===== config.mk =====
export PLATFORM = sky130hd
export DESIGN_NAME = adc_conversion_setup
export DESIGN_NICKNAME = d
export VERILOG_FILES = /design/src/adc_setup_pkg.sv /design/src/adc_conversion_setup.sv /design/src/conv_clock_divider.sv
export SDC_FILE = /design/constraint.sdc
export NUM_CORES = 1
export LEC_CHECK = 0
export BUFFER_PORTS_ARGS = -buffer_cell sky130_fd_sc_hd__buf_2
export CAP_MARGIN = 20
export CORE_ASPECT_RATIO = 0.8
export CORE_MARGIN = 5
export CORE_UTILIZATION = 66
export CTS_BUF_LIST = sky130_fd_sc_hd__clkbuf_2
export DETAILED_ROUTE_END_ITERATION = 10
export GPL_TIMING_DRIVEN = 0
export PLACE_DENSITY = 0.95
export SYNTH_ARGS = -nofsm -noshare
export SYNTH_HDL_FRONTEND = slang
export SYNTH_SLANG_ARGS = --single-unit

===== constraint.sdc =====
create_clock -name clk -period 5.64 [get_ports clk]
set_input_delay 0.564 -clock clk [delete_from_list [all_inputs] [get_ports clk]]
set_output_delay 0.564 -clock clk [all_outputs]
set_load 0.005 [all_outputs]

===== src/adc_setup_pkg.sv =====
// constants, types and lookups shared by the conversion sequencer
package adc_setup_pkg;
	localparam int SYS_CLOCK_FREQ_HZ = 20_000_000;
	localparam int MASTER_CLOCK_FREQ_HZ = 4_000_000;
	localparam int MASTER_TICK_CYCLES = SYS_CLOCK_FREQ_HZ / MASTER_CLOCK_FREQ_HZ;
	localparam int BASE_DIVISOR = 4;
	localparam logic [7:0] CH1_WORD_A_OFFSET = 8'h02;
	localparam logic [7:0] CH1_WORD_B_OFFSET = 8'h03;
	localparam logic [7:0] CH2_WORD_A_OFFSET = 8'h05;
	localparam logic [7:0] CH2_WORD_B_OFFSET = 8'h06;
	localparam logic [7:0] TMP_WORD_A_OFFSET = 8'h08;
	localparam logic [7:0] TMP_WORD_B_OFFSET = 8'h09;
	localparam logic [7:0] CONTROL_OFFSET = 8'h20;
	localparam logic [7:0] STATUS_OFFSET = 8'h21;
	localparam logic [7:0] DATA1_OFFSET = 8'h22;
	localparam logic [7:0] DATA2_OFFSET = 8'h23;
	localparam logic [7:0] DATAT_OFFSET = 8'h24;
	localparam int GAIN_LSB = 11;
	localparam int CLOCK_LSB = 8;
	localparam int RES_LSB = 4;
	localparam int OFFSET_LSB = 0;
	localparam int BIAS_LSB = 4;
	localparam int REF_LSB = 0;
	localparam int STATUS_BUSY_BIT = 0;
	localparam int STATUS_DONE_BIT = 1;
	localparam int STATUS_ERR_BIT = 2;
	localparam int STATUS_CHAN_LSB = 4;
	localparam logic [15:0] SENSOR_A_MASK = 16'hFF7F;
	localparam logic [15:0] SENSOR_B_MASK = 16'h0073;
	localparam logic [15:0] TMP_A_MASK = 16'h077F;
	localparam logic [15:0] TMP_B_MASK = 16'h0070;
	localparam logic [15:0] CONFIG_RESET = 16'h0000;
	localparam logic [2:0] RES_RESERVED = 3'h7;
	localparam logic [1:0] REF_SUPPLY = 2'h0;

	typedef enum logic [1:0] {IDLE, CONVERTING} phase_e;

	typedef struct packed {
		logic [4:0] gain_code;
		logic [2:0] conv_clock_select;
		logic [2:0] resolution_select;
		logic [3:0] coarse_offset_code;
		logic [1:0] offset_band;
		logic [2:0] bias_level_select;
		logic [1:0] reference_select;
	} conv_setup_s;

	function automatic logic [11:0] conv_length(input logic [2:0] res);
		case (res)
			3'h0: conv_length = 12'd256;
			3'h1: conv_length = 12'd320;
			3'h2: conv_length = 12'd512;
			3'h3: conv_length = 12'd640;
			3'h4: conv_length = 12'd800;
			3'h5: conv_length = 12'd1280;
			default: conv_length = 12'd2048;
		endcase
	endfunction : conv_length

	// 9,10,12,13,14,15,16 bits
	function automatic logic [15:0] result_mask(input logic [2:0] res);
		case (res)
			3'h0: result_mask = 16'h01FF;
			3'h1: result_mask = 16'h03FF;
			3'h2: result_mask = 16'h0FFF;
			3'h3: result_mask = 16'h1FFF;
			3'h4: result_mask = 16'h3FFF;
			3'h5: result_mask = 16'h7FFF;
			default: result_mask = 16'hFFFF;
		endcase
	endfunction : result_mask

	// unlisted gain codes fall into the band above them
	function automatic logic [1:0] offset_band(input logic [4:0] gain);
		if (gain <= 5'h08) begin
			offset_band = 2'h0;
		end else if (gain <= 5'h10) begin
			offset_band = 2'h1;
		end else begin
			offset_band = 2'h2;
		end
	endfunction : offset_band
endpackage : adc_setup_pkg


===== src/adc_conversion_setup.sv =====
// conversion settings registers and conversion sequencer
//
// The implementer's own choices: strobed register access and the register offsets.
module adc_conversion_setup (
	input wire logic clk,
	input wire logic rstn,
	input wire logic [7:0] addr,
	input wire logic [15:0] wdata,
	input wire logic wr_stb,
	input wire logic rd_stb,
	output logic [15:0] rdata,
	input wire logic [15:0] converter_result,
	output logic converter_clock,
	output logic conv_busy,
	output logic conv_done,
	output adc_setup_pkg::conv_setup_s active_setup
);
	typedef struct packed {
		logic [2:0][15:0] word_a;
		logic [2:0][15:0] word_b;
		logic [2:0][15:0] result;
		adc_setup_pkg::phase_e phase;
		logic busy;
		logic [1:0] chan;
		logic [11:0] count;
		logic done;
		logic err;
		logic done_pulse;
		logic tick_q;
		adc_setup_pkg::conv_setup_s setup;
		logic [15:0] rdata;
		logic [15:0] sync1;
		logic [15:0] sync2;
	} top_state_s;

	top_state_s st_reg;
	top_state_s st_next;
	logic conv_tick;
	logic [1:0] sel;
	adc_setup_pkg::conv_setup_s pick;

	conv_clock_divider u_div (
		.clk(clk),
		.rstn(rstn),
		.run(st_reg.phase == adc_setup_pkg::CONVERTING),
		.conv_clock_select(st_reg.setup.conv_clock_select),
		.conv_tick(conv_tick)
	);

	// per-channel decode of the two setup words
	generate
		for (genvar ch = 0; ch < 3; ch++) begin : g_chan
			adc_setup_pkg::conv_setup_s decoded;
			always_comb begin
				decoded.gain_code = st_reg.word_a[ch][adc_setup_pkg::GAIN_LSB +: 5];
				decoded.conv_clock_select = st_reg.word_a[ch][adc_setup_pkg::CLOCK_LSB +: 3];
				decoded.resolution_select = st_reg.word_a[ch][adc_setup_pkg::RES_LSB +: 3];
				decoded.coarse_offset_code = st_reg.word_a[ch][adc_setup_pkg::OFFSET_LSB +: 4];
				decoded.bias_level_select = st_reg.word_b[ch][adc_setup_pkg::BIAS_LSB +: 3];
				decoded.reference_select = st_reg.word_b[ch][adc_setup_pkg::REF_LSB +: 2];
				// temperature channel has no gain or reference choice
				if (ch == 2) begin
					decoded.gain_code = 5'h00;
					decoded.reference_select = adc_setup_pkg::REF_SUPPLY;
				end
				decoded.offset_band = adc_setup_pkg::offset_band(decoded.gain_code);
			end
		end
	endgenerate

	always_comb begin
		st_next = st_reg;
		st_next.done_pulse = 1'b0;
		st_next.tick_q = conv_tick;
		st_next.rdata = 16'h0000;
		// analog side is asynchronous; second stage is the only reader
		st_next.sync1 = converter_result;
		st_next.sync2 = st_reg.sync1;
		sel = 2'(wdata[1:0] - 2'h1);
		// explicit choice keeps code 0 from indexing past the last channel
		if (wdata[1:0] == 2'h2) begin
			pick = g_chan[1].decoded;
		end else if (wdata[1:0] == 2'h3) begin
			pick = g_chan[2].decoded;
		end else begin
			pick = g_chan[0].decoded;
		end

		if (wr_stb) begin
			if (addr == adc_setup_pkg::CH1_WORD_A_OFFSET) begin
				st_next.word_a[0] = wdata & adc_setup_pkg::SENSOR_A_MASK;
			end else if (addr == adc_setup_pkg::CH1_WORD_B_OFFSET) begin
				st_next.word_b[0] = wdata & adc_setup_pkg::SENSOR_B_MASK;
			end else if (addr == adc_setup_pkg::CH2_WORD_A_OFFSET) begin
				st_next.word_a[1] = wdata & adc_setup_pkg::SENSOR_A_MASK;
			end else if (addr == adc_setup_pkg::CH2_WORD_B_OFFSET) begin
				st_next.word_b[1] = wdata & adc_setup_pkg::SENSOR_B_MASK;
			end else if (addr == adc_setup_pkg::TMP_WORD_A_OFFSET) begin
				st_next.word_a[2] = wdata & adc_setup_pkg::TMP_A_MASK;
			end else if (addr == adc_setup_pkg::TMP_WORD_B_OFFSET) begin
				st_next.word_b[2] = wdata & adc_setup_pkg::TMP_B_MASK;
			end else if (addr == adc_setup_pkg::CONTROL_OFFSET) begin
				// start ignored while busy or with channel code 0
				if (st_reg.phase == adc_setup_pkg::IDLE && wdata[1:0] != 2'h0) begin
					st_next.chan = sel;
					st_next.done = 1'b0;
					st_next.setup = pick;
					if (pick.resolution_select == adc_setup_pkg::RES_RESERVED) begin
						st_next.err = 1'b1;
					end else begin
						st_next.err = 1'b0;
						st_next.count = 12'h000;
						st_next.phase = adc_setup_pkg::CONVERTING;
					end
				end
			end
		end

		case (st_reg.phase)
			adc_setup_pkg::IDLE: begin
			end
			adc_setup_pkg::CONVERTING: begin
				// length in converter clocks, each one divisor master clocks long
				if (conv_tick) begin
					if (st_reg.count == 12'(adc_setup_pkg::conv_length(st_reg.setup.resolution_select) - 12'h001)) begin
						st_next.phase = adc_setup_pkg::IDLE;
						st_next.done = 1'b1;
						st_next.done_pulse = 1'b1;
						st_next.result[st_reg.chan] = st_reg.sync2 & adc_setup_pkg::result_mask(st_reg.setup.resolution_select);
					end else begin
						st_next.count = st_reg.count + 12'h001;
					end
				end
			end
			default: begin
				st_next.phase = adc_setup_pkg::IDLE;
			end
		endcase
		st_next.busy = (st_next.phase == adc_setup_pkg::CONVERTING);

		if (rd_stb) begin
			if (addr == adc_setup_pkg::CH1_WORD_A_OFFSET) begin
				st_next.rdata = st_reg.word_a[0];
			end else if (addr == adc_setup_pkg::CH1_WORD_B_OFFSET) begin
				st_next.rdata = st_reg.word_b[0];
			end else if (addr == adc_setup_pkg::CH2_WORD_A_OFFSET) begin
				st_next.rdata = st_reg.word_a[1];
			end else if (addr == adc_setup_pkg::CH2_WORD_B_OFFSET) begin
				st_next.rdata = st_reg.word_b[1];
			end else if (addr == adc_setup_pkg::TMP_WORD_A_OFFSET) begin
				st_next.rdata = st_reg.word_a[2];
			end else if (addr == adc_setup_pkg::TMP_WORD_B_OFFSET) begin
				st_next.rdata = st_reg.word_b[2];
			end else if (addr == adc_setup_pkg::STATUS_OFFSET) begin
				st_next.rdata[adc_setup_pkg::STATUS_BUSY_BIT] = (st_reg.phase == adc_setup_pkg::CONVERTING);
				st_next.rdata[adc_setup_pkg::STATUS_DONE_BIT] = st_reg.done;
				st_next.rdata[adc_setup_pkg::STATUS_ERR_BIT] = st_reg.err;
				st_next.rdata[adc_setup_pkg::STATUS_CHAN_LSB +: 2] = st_reg.chan;
			end else if (addr == adc_setup_pkg::DATA1_OFFSET) begin
				st_next.rdata = st_reg.result[0];
			end else if (addr == adc_setup_pkg::DATA2_OFFSET) begin
				st_next.rdata = st_reg.result[1];
			end else if (addr == adc_setup_pkg::DATAT_OFFSET) begin
				st_next.rdata = st_reg.result[2];
			end
		end
	end

	always_ff @(posedge clk) begin
		if (!rstn) begin
			st_reg <= '0;
			st_reg.phase <= adc_setup_pkg::IDLE;
		end else begin
			st_reg <= st_next;
		end
	end

	assign rdata = st_reg.rdata;
	assign converter_clock = st_reg.tick_q;
	assign conv_busy = st_reg.busy;
	assign conv_done = st_reg.done_pulse;
	assign active_setup = st_reg.setup;
endmodule : adc_conversion_setup


===== src/conv_clock_divider.sv =====
// master clock enable and selectable converter clock enable
module conv_clock_divider (
	input wire logic clk,
	input wire logic rstn,
	input wire logic run,
	input wire logic [2:0] conv_clock_select,
	output logic conv_tick
);
	typedef struct packed {
		logic [2:0] pre;
		logic [8:0] div;
		logic tick;
	} div_state_s;

	div_state_s st_reg;
	div_state_s st_next;
	logic master_tick;
	logic [8:0] div_last;

	always_comb begin
		st_next = st_reg;
		st_next.tick = 1'b0;
		master_tick = (st_reg.pre == 3'(adc_setup_pkg::MASTER_TICK_CYCLES - 1));
		div_last = 9'((adc_setup_pkg::BASE_DIVISOR << conv_clock_select) - 1);
		st_next.pre = master_tick ? 3'h0 : st_reg.pre + 3'h1;
		if (!run) begin
			// restart the count so every conversion waits a full divisor of master ticks for its first tick
			st_next.div = 9'h000;
		end else if (master_tick) begin
			if (st_reg.div == div_last) begin
				st_next.div = 9'h000;
				st_next.tick = 1'b1;
			end else begin
				st_next.div = st_reg.div + 9'h001;
			end
		end
	end

	always_ff @(posedge clk) begin
		if (!rstn) begin
			st_reg <= '0;
		end else begin
			st_reg <= st_next;
		end
	end

	assign conv_tick = st_reg.tick;
endmodule : conv_clock_divider


==> reports/results.tsv, run 1 <==
metric	value	unit
outcome	complete, no violations	
vias	9464	
clock_sink_count	205	
path_buf_inv	1	
cts_tree	done	
crit_family	simple AND/OR/NAND/NOR gates	
path_clk_slew	0.11	ns
ys.warnings.count	0	
grtUsageMet1	45.8	%
use_met2	55.7	%
crit_slowest_cell	o21bai_1	
drive_gt1_share	17.7	%
max_slew_margin	42.6	%
maxCapViolCount	0	
cp.arrival	3.63	ns
core	14200	um^2
cts_root_buf	clkbuf_2	
insertion_delay	0.87	ns
die_h	117	um
die_area	16800	um^2
final_hold_viol_count	0	
drt_iter0_drc	1447	
ios	85	
synthCells	1103	
track_usage	34.8	%
synth.avg_cell_area	8.56	um^2
cp-start-kind	flop	
synthDistinctLibCells	76	
grt_busiest_layer	met2	
synth_top_area_cell	dfxtp_1	
grtUsageMet3	9.18	%
synth_ff_type	dfxtp_1	
critPathMaxFanout	10	
ir_drop	0.247	mV
fin_crit	3.00	ns
syn_area	9440	um^2
setup_tns	0	ns
antenna_found_initial	0	
postCtsResizedCells	0	
cts_buffer_depth	3	
synth.top_cell.area_share	43.5	%
r2r_start	active_setup[16]	
path_cells	clkbuf_1 > or3_1 > ha_1 > or2_2 > o21ai_0 > a31oi_1 > nand4bb_1 > o21bai_1 > nor2_1	
final-setup-viol-count	0	
syn2layout_area_growth	14.2	%
numPortBuffers	82	
endpoint_kind	flop	
num-nets-final	1310	
yosysSeqAreaShare	43.5	%
min_path_type	in2reg	
min_from	wdata[9]	
fin_crit_sh	53.1	%
final_cell_mix	dfxtp_1 (205), nand2_1 (132), buf_2 (93)	
syn_nets	1155	
fmax	334	MHz
regArea	4100	um^2
synth_enable_flop_cells	0	
vias_per_cell	6.41	
num_rows	39	
cts_htree_levels	2	
hpwl	19700	um
fillers	961	
ys_ff_latch	205	
ant_nets	0	
grt_pass1_wl	46600	um
rsz0062_at_grt	no	
grt_overflow	0	
multi_input_area	4640	um^2
criticalPathCategory	reg2reg	
gp_congestion	1.01	
cp_slowest_stage_delay	0.54	ns
final_common_cell	dfxtp_1	
startpoint	active_setup[16]	
largest_reg_flops	82	
finClkSkew	0.115	ns
initial_core_util	66.7	%
report.final.slew_viol_count	0	
required	6.27	ns
drt_wl_total	29300	um
netlist_top_cells_area	dfxtp_1 (43%), mux2i_1 (6.8%), nand2_1 (5.2%)	
synthArstFlopShare	0	%
finish.instance_area	10800	um^2
power_density	244	nW/um^2
firstDrtPassIters	8	
placed_cell_area	10100	um^2
fp.dieW	144	um
wire_per_inst	19.9	um
drc_errors	0	
cts_made_buffers	47	
leakage	4.17	nW
grt_pass1_vias	8967	
worst_pin_slew	0.859	ns
grt_max_degree	15	
utilization	76.1	%
==> synthesized netlist by cell type (all sizes together), types with 10 or more instances <==
master / n
buf: 58
nor2: 95
nand4: 11
nand2: 132
o21ai: 65
clkbuf: 59
and2: 38
and3: 10
nor2b: 14
dfxtp: 205
inv: 17
a22oi: 15
o211ai: 12
a31oi: 10
nand3: 51
nor3: 27
a21oi: 66
a211oi: 13
mux2i: 64
==> power by group <==
| part | leakage [nW] | switching (mW) | internal [mW] | total [mW] |
|---|---|---|---|---|
| clock network | 0.332 | 0.619 | 0.405 | 1.02 |
| logic | 2.18 | 0.0952 | 0.0478 | 0.143 |
| registers | 1.66 | 0.00522 | 1.46 | 1.47 |
==> path summary, 6_finish.rpt <==
| check | endpoint | cells after the start | slack [ns] |
|---|---|---|---|
| hold / removal | g_chan[0].decoded[15] | 3 | 0.05 |
| setup / recovery | u_div.st_reg[5] | 9 | 2.64 |
| setup reg to reg | u_div.st_reg[5] | 9 | 2.64 |
| hold reg to reg | st_reg[1] | 1 | 0.44 |
==> cells by family (layout without fill, tap and decap cells) <==
family / Yosys count / in the layout / share of synthesized area (%)
other: 1 / 2 / 0.0397
adders and majority gates: 8 / 8 / 1.06
AOI/OAI and AO/OA: 242 / 242 / 16.6
and+or+nand+nor: 434 / 434 / 23.2
DFF: 205 / 205 / 43.5
buffers and inverters: 134 / 322 / 7.30
xor gates and xnor gates: 13 / 13 / 1.21
muxes: 66 / 66 / 7.03
==> worst reg2reg max path: cells and delay by family, from the launching register on <==
kind / cells / cell delay [ns]
and+or+nand+nor: 4 / 1.16
adders and majority gates: 1 / 0.31
AOI/OAI and AO/OA: 3 / 0.80
buffers and inverters: 1 / 0.23
DFF: 1 / 0.36
==> per-layer routing <==
metal  share of wire (%)  wire length (um)  vias to the layer above
met5                   0                 0                        -
met4                 3.4               999                        0
met3                  14              3990                      121
met2                  45             13200                      792
met1                  38             11200                     4347
li1                    -                 -                     4204
==> final cells by class <==
| type | count | share of cell area [%] |
|---|---|---|
| Tap cell | 184 | 2.14 |
| Inverter | 17 | 0.592 |
| Antenna cell | 1 | 0.0232 |
| Clock buffer | 64 | 2.97 |
| Multi-Input combinational cell | 764 | 43.1 |
| Buffer | 117 | 5.81 |
| Timing Repair Buffer | 106 | 6.04 |
| Clock inverter | 18 | 1.24 |
| Sequential cell | 205 | 38.1 |
==> through the flow <==
step,power (mW),instances,hold WS (ns),setup WS [ns]
6_report,2.63,1476,0.0512,2.64
5_1_grt,2.72,1475,0.0289,2.50
4_1_cts,2.61,1472,0.000380,2.71
3_5_place_dp,1.62,1369,0.419,2.47
3_3_place_gp,1.61,1369,0.416,2.58
2_1_floorplan,1.56,1103,0.412,3.21
==> what timing repair did <==
action,in CTS,in global routing
hold buffers,21,3
hold endpoints to repair,21,4
buffers inserted,0,0
(Power assumes the default switching activity.)
==> run 2: changes to the inputs <==
--- a/config.mk
+++ b/config.mk
@@ -9,11 +9,11 @@
 export CAP_MARGIN = 20
 export CORE_ASPECT_RATIO = 0.8
 export CORE_MARGIN = 5
-export CORE_UTILIZATION = 66
+export CORE_UTILIZATION = 62
 export CTS_BUF_LIST = sky130_fd_sc_hd__clkbuf_2
 export DETAILED_ROUTE_END_ITERATION = 10
 export GPL_TIMING_DRIVEN = 0
-export PLACE_DENSITY = 0.95
+export PLACE_DENSITY = 0.91
 export SYNTH_ARGS = -nofsm -noshare
 export SYNTH_HDL_FRONTEND = slang
 export SYNTH_SLANG_ARGS = --single-unit
==> constraint.sdc (replaced) <==
create_clock -name clk -period 3.05 [get_ports clk]
set_input_delay 0.305 -clock clk [delete_from_list [all_inputs] [get_ports clk]]
set_output_delay 0.305 -clock clk [all_outputs]
set_load 0.005 [all_outputs]
==> run 2 against run 1 <==
Largest power group unchanged. Largest cell class unchanged. Clock-buffer cell count grew 5. Combinational power grew 87%. Wire length shrank 5.0%. Core utilization shrank 3.8 points. Highest routed layer unchanged. Critical path type unchanged.
==> reports/results.tsv, run 2 (synthesis gave the netlist of run 1 again) <==
metric	value	unit	change
outcome	complete, no violations		
initial_core_util	63.1	%	-3.6 points
ant_nets	0		unchanged
critPathMaxFanout	10		unchanged
swShare	27.6	%	+0.30 points
drt_iter0_drc	1108		-23%
worst_pin_slew	0.881	ns	+0.0228 ns
drt_wl_total	27900	um	-5.0%
reg2reg_to	u_div.st_reg[5]		
syn2layout_area_growth	14.7	%	
setup_tns	0	ns	unchanged
vias_per_cell	6.14		-4.2%
startpoint	active_setup[16]		
rsz0062_at_grt	no		
fin_crit_sh	90.1	%	+37 points
cts_made_buffers	48		+2.1%
final-setup-viol-count	0		unchanged
final_hold_viol_count	0		unchanged
die_area	17800	um^2	+5.9%
core	15000	um^2	+5.7%
grt_pass1_vias	8824		-1.6%
maxCapViolCount	0		unchanged
insertion_delay	0.84	ns	-0.03 ns
clock_sink_count	205		unchanged
antenna_found_initial	0		unchanged
cp.arrival	3.46	ns	-0.17 ns
placed_cell_area	10100	um^2	about the same
power_density	436	nW/um^2	+78%
report.final.slew_viol_count	0		unchanged
final_cell_mix	dfxtp_1 (205), nand2_1 (132), buf_2 (93)		
track_usage	30.7	%	-4.1 points
cts_buffer_depth	3		unchanged
num-nets-final	1319		+0.69%
place_ws	0.128	ns	-2.34 ns
leakage	4.19	nW	+0.49%
fp.dieW	148	um	+3.0%
critPathCapture	u_div.st_reg[5]		
clkPwrFrac	36.9	%	-2.0 points
ios	85		unchanged
cts_htree_levels	2		unchanged
grt_pass1_wl	44100	um	-5.3%
r2r_start	active_setup[16]		
num_rows	40		+2.6%
required	3.76	ns	-2.51 ns
final_common_cell	dfxtp_1		
fin_crit	2.75	ns	-0.246 ns
max_slew_margin	41.1	%	-1.5 points
drive_gt1_share	17.8	%	+0.095 points
post-cts-setup-buffers	0		unchanged
finalWorstSetupSlack	0.301	ns	-2.34 ns
power_frac_comb	5.7	%	+0.3 points
n_antenna_cell	0		-1
ff2ff_path_depth	9		unchanged
sequentialPowerShare	57.5	%	+1.8 points
finish.instance_area	10800	um^2	+0.49%
whs	0.0615	ns	+0.0103 ns
vias	9154		-3.3%
p_switching	1.30	mW	+81%
fillers	1105		+15%
cp-start-kind	flop		
wl_met2	12500	um	-5.2%
cts_tree	done		
wire_per_inst	18.7	um	-5.9%
criticalPathCategory	reg2reg		
internal_power	3.41	mW	+78%
die_h	120	um	+2.9%
rrSetupSlack	0.30	ns	-2.34 ns
finClkSkew	0.0919	ns	-0.0236 ns
cts_root_buf	clkbuf_2		
route.met3.wl	3330	um	-17%
firstDrtPassIters	6		-2
ir_drop	0.418	mV	+70%
top_layer	met4		
hpwl	19300	um	-2.1%
drc_errors	0		unchanged
utilization	72.4	%	-3.8 points
gp_congestion	1.01		+0.23%
fmax	364	MHz	+9.0%
numPortBuffers	82		unchanged
min_path_type	in2reg		
endpoint_kind	flop		
grt_max_degree	16		+1
grt_overflow	0		unchanged
path_clk_slew	0.11	ns	about the same
met1_length	11300	um	+1.0%
largest_reg_flops	82		unchanged
-- run 2: changes by cell type in the layout (fill, tap and decap cells not counted), sizes merged --
cell,change
bufinv,-2
clkbuf,+5
clkinv,-2
clkinvlp,+1
diode,-1
dlygate4sd3,+8
-- run 2: worst min-delay path by stage --
stage | startpoint | endpoint | slack, ns | depth (start not counted)
floorplan | wdata[0] | st_reg[86] | 0.40 | 1
global placement | st_next[13] | st_reg[13] | 0.42 | 1
detailed placement | st_next[13] | st_reg[13] | 0.42 | 1
CTS | rstn | rdata[1] | 0.01 | 3
global route | rstn | rdata[5] | 0.05 | 3
finish | rstn | st_reg[77] | 0.06 | 4
-- run 2: timing repair --
action | CTS | global route
hold buffers | 32 | 0
resized for setup | 0 | 1
setup endpoints to repair | 0 | 7
hold endpoints to repair | 71 | 0
-- run 2: worst max-delay path, cell delays in order (launching register included) --
cell       delay (ns)
dfxtp_1          0.37
clkbuf_1         0.23
or3_1            0.36
ha_1             0.29
or2_2            0.33
a21boi_0         0.18
a2111oi_0        0.09
nand4bb_1        0.33
o21bai_2         0.36
nor2_1           0.10
-- run 2: cell type report --
| type | count | area, um^2 | share of cell area [%] |
|---|---|---|---|
| Buffer | 117 | 626 | 5.78 |
| Clock buffer | 69 | 345 | 3.19 |
| Clock inverter | 15 | 73.8 | 0.682 |
| Inverter | 17 | 63.8 | 0.589 |
| Multi-Input combinational cell | 764 | 4650 | 42.9 |
| Sequential cell | 205 | 4100 | 37.9 |
| Tap cell | 189 | 236 | 2.18 |
| Timing Repair Buffer | 114 | 731 | 6.75 |
-- run 2: routing by layer --
metal / vias to the layer above / track usage, %
li1: 4223 / -
met1: 4280 / 41.0
met2: 569 / 48.2
met3: 82 / 7.72
met4: 0 / 11.6
met5: - / 1.18
-- run 2: power groups by stage --
stage	Sequential, mW	Combinational (mW)	Clock [mW]
3_3_place_gp	2.77	0.216	0
4_1_cts	2.71	0.253	1.74
6_report	2.71	0.267	1.74
3_5_place_dp	2.77	0.221	0
5_1_grt	2.71	0.285	1.92
2_1_floorplan	2.77	0.125	0
-- run 2: metrics by stage --
| stage | cells | power, mW |
|---|---|---|
| 2_1_floorplan | 1103 | 2.89 |
| 3_3_place_gp | 1374 | 2.99 |
| 3_5_place_dp | 1374 | 2.99 |
| 4_1_cts | 1490 | 4.70 |
| 5_1_grt | 1490 | 4.92 |
| 6_report | 1490 | 4.72 |
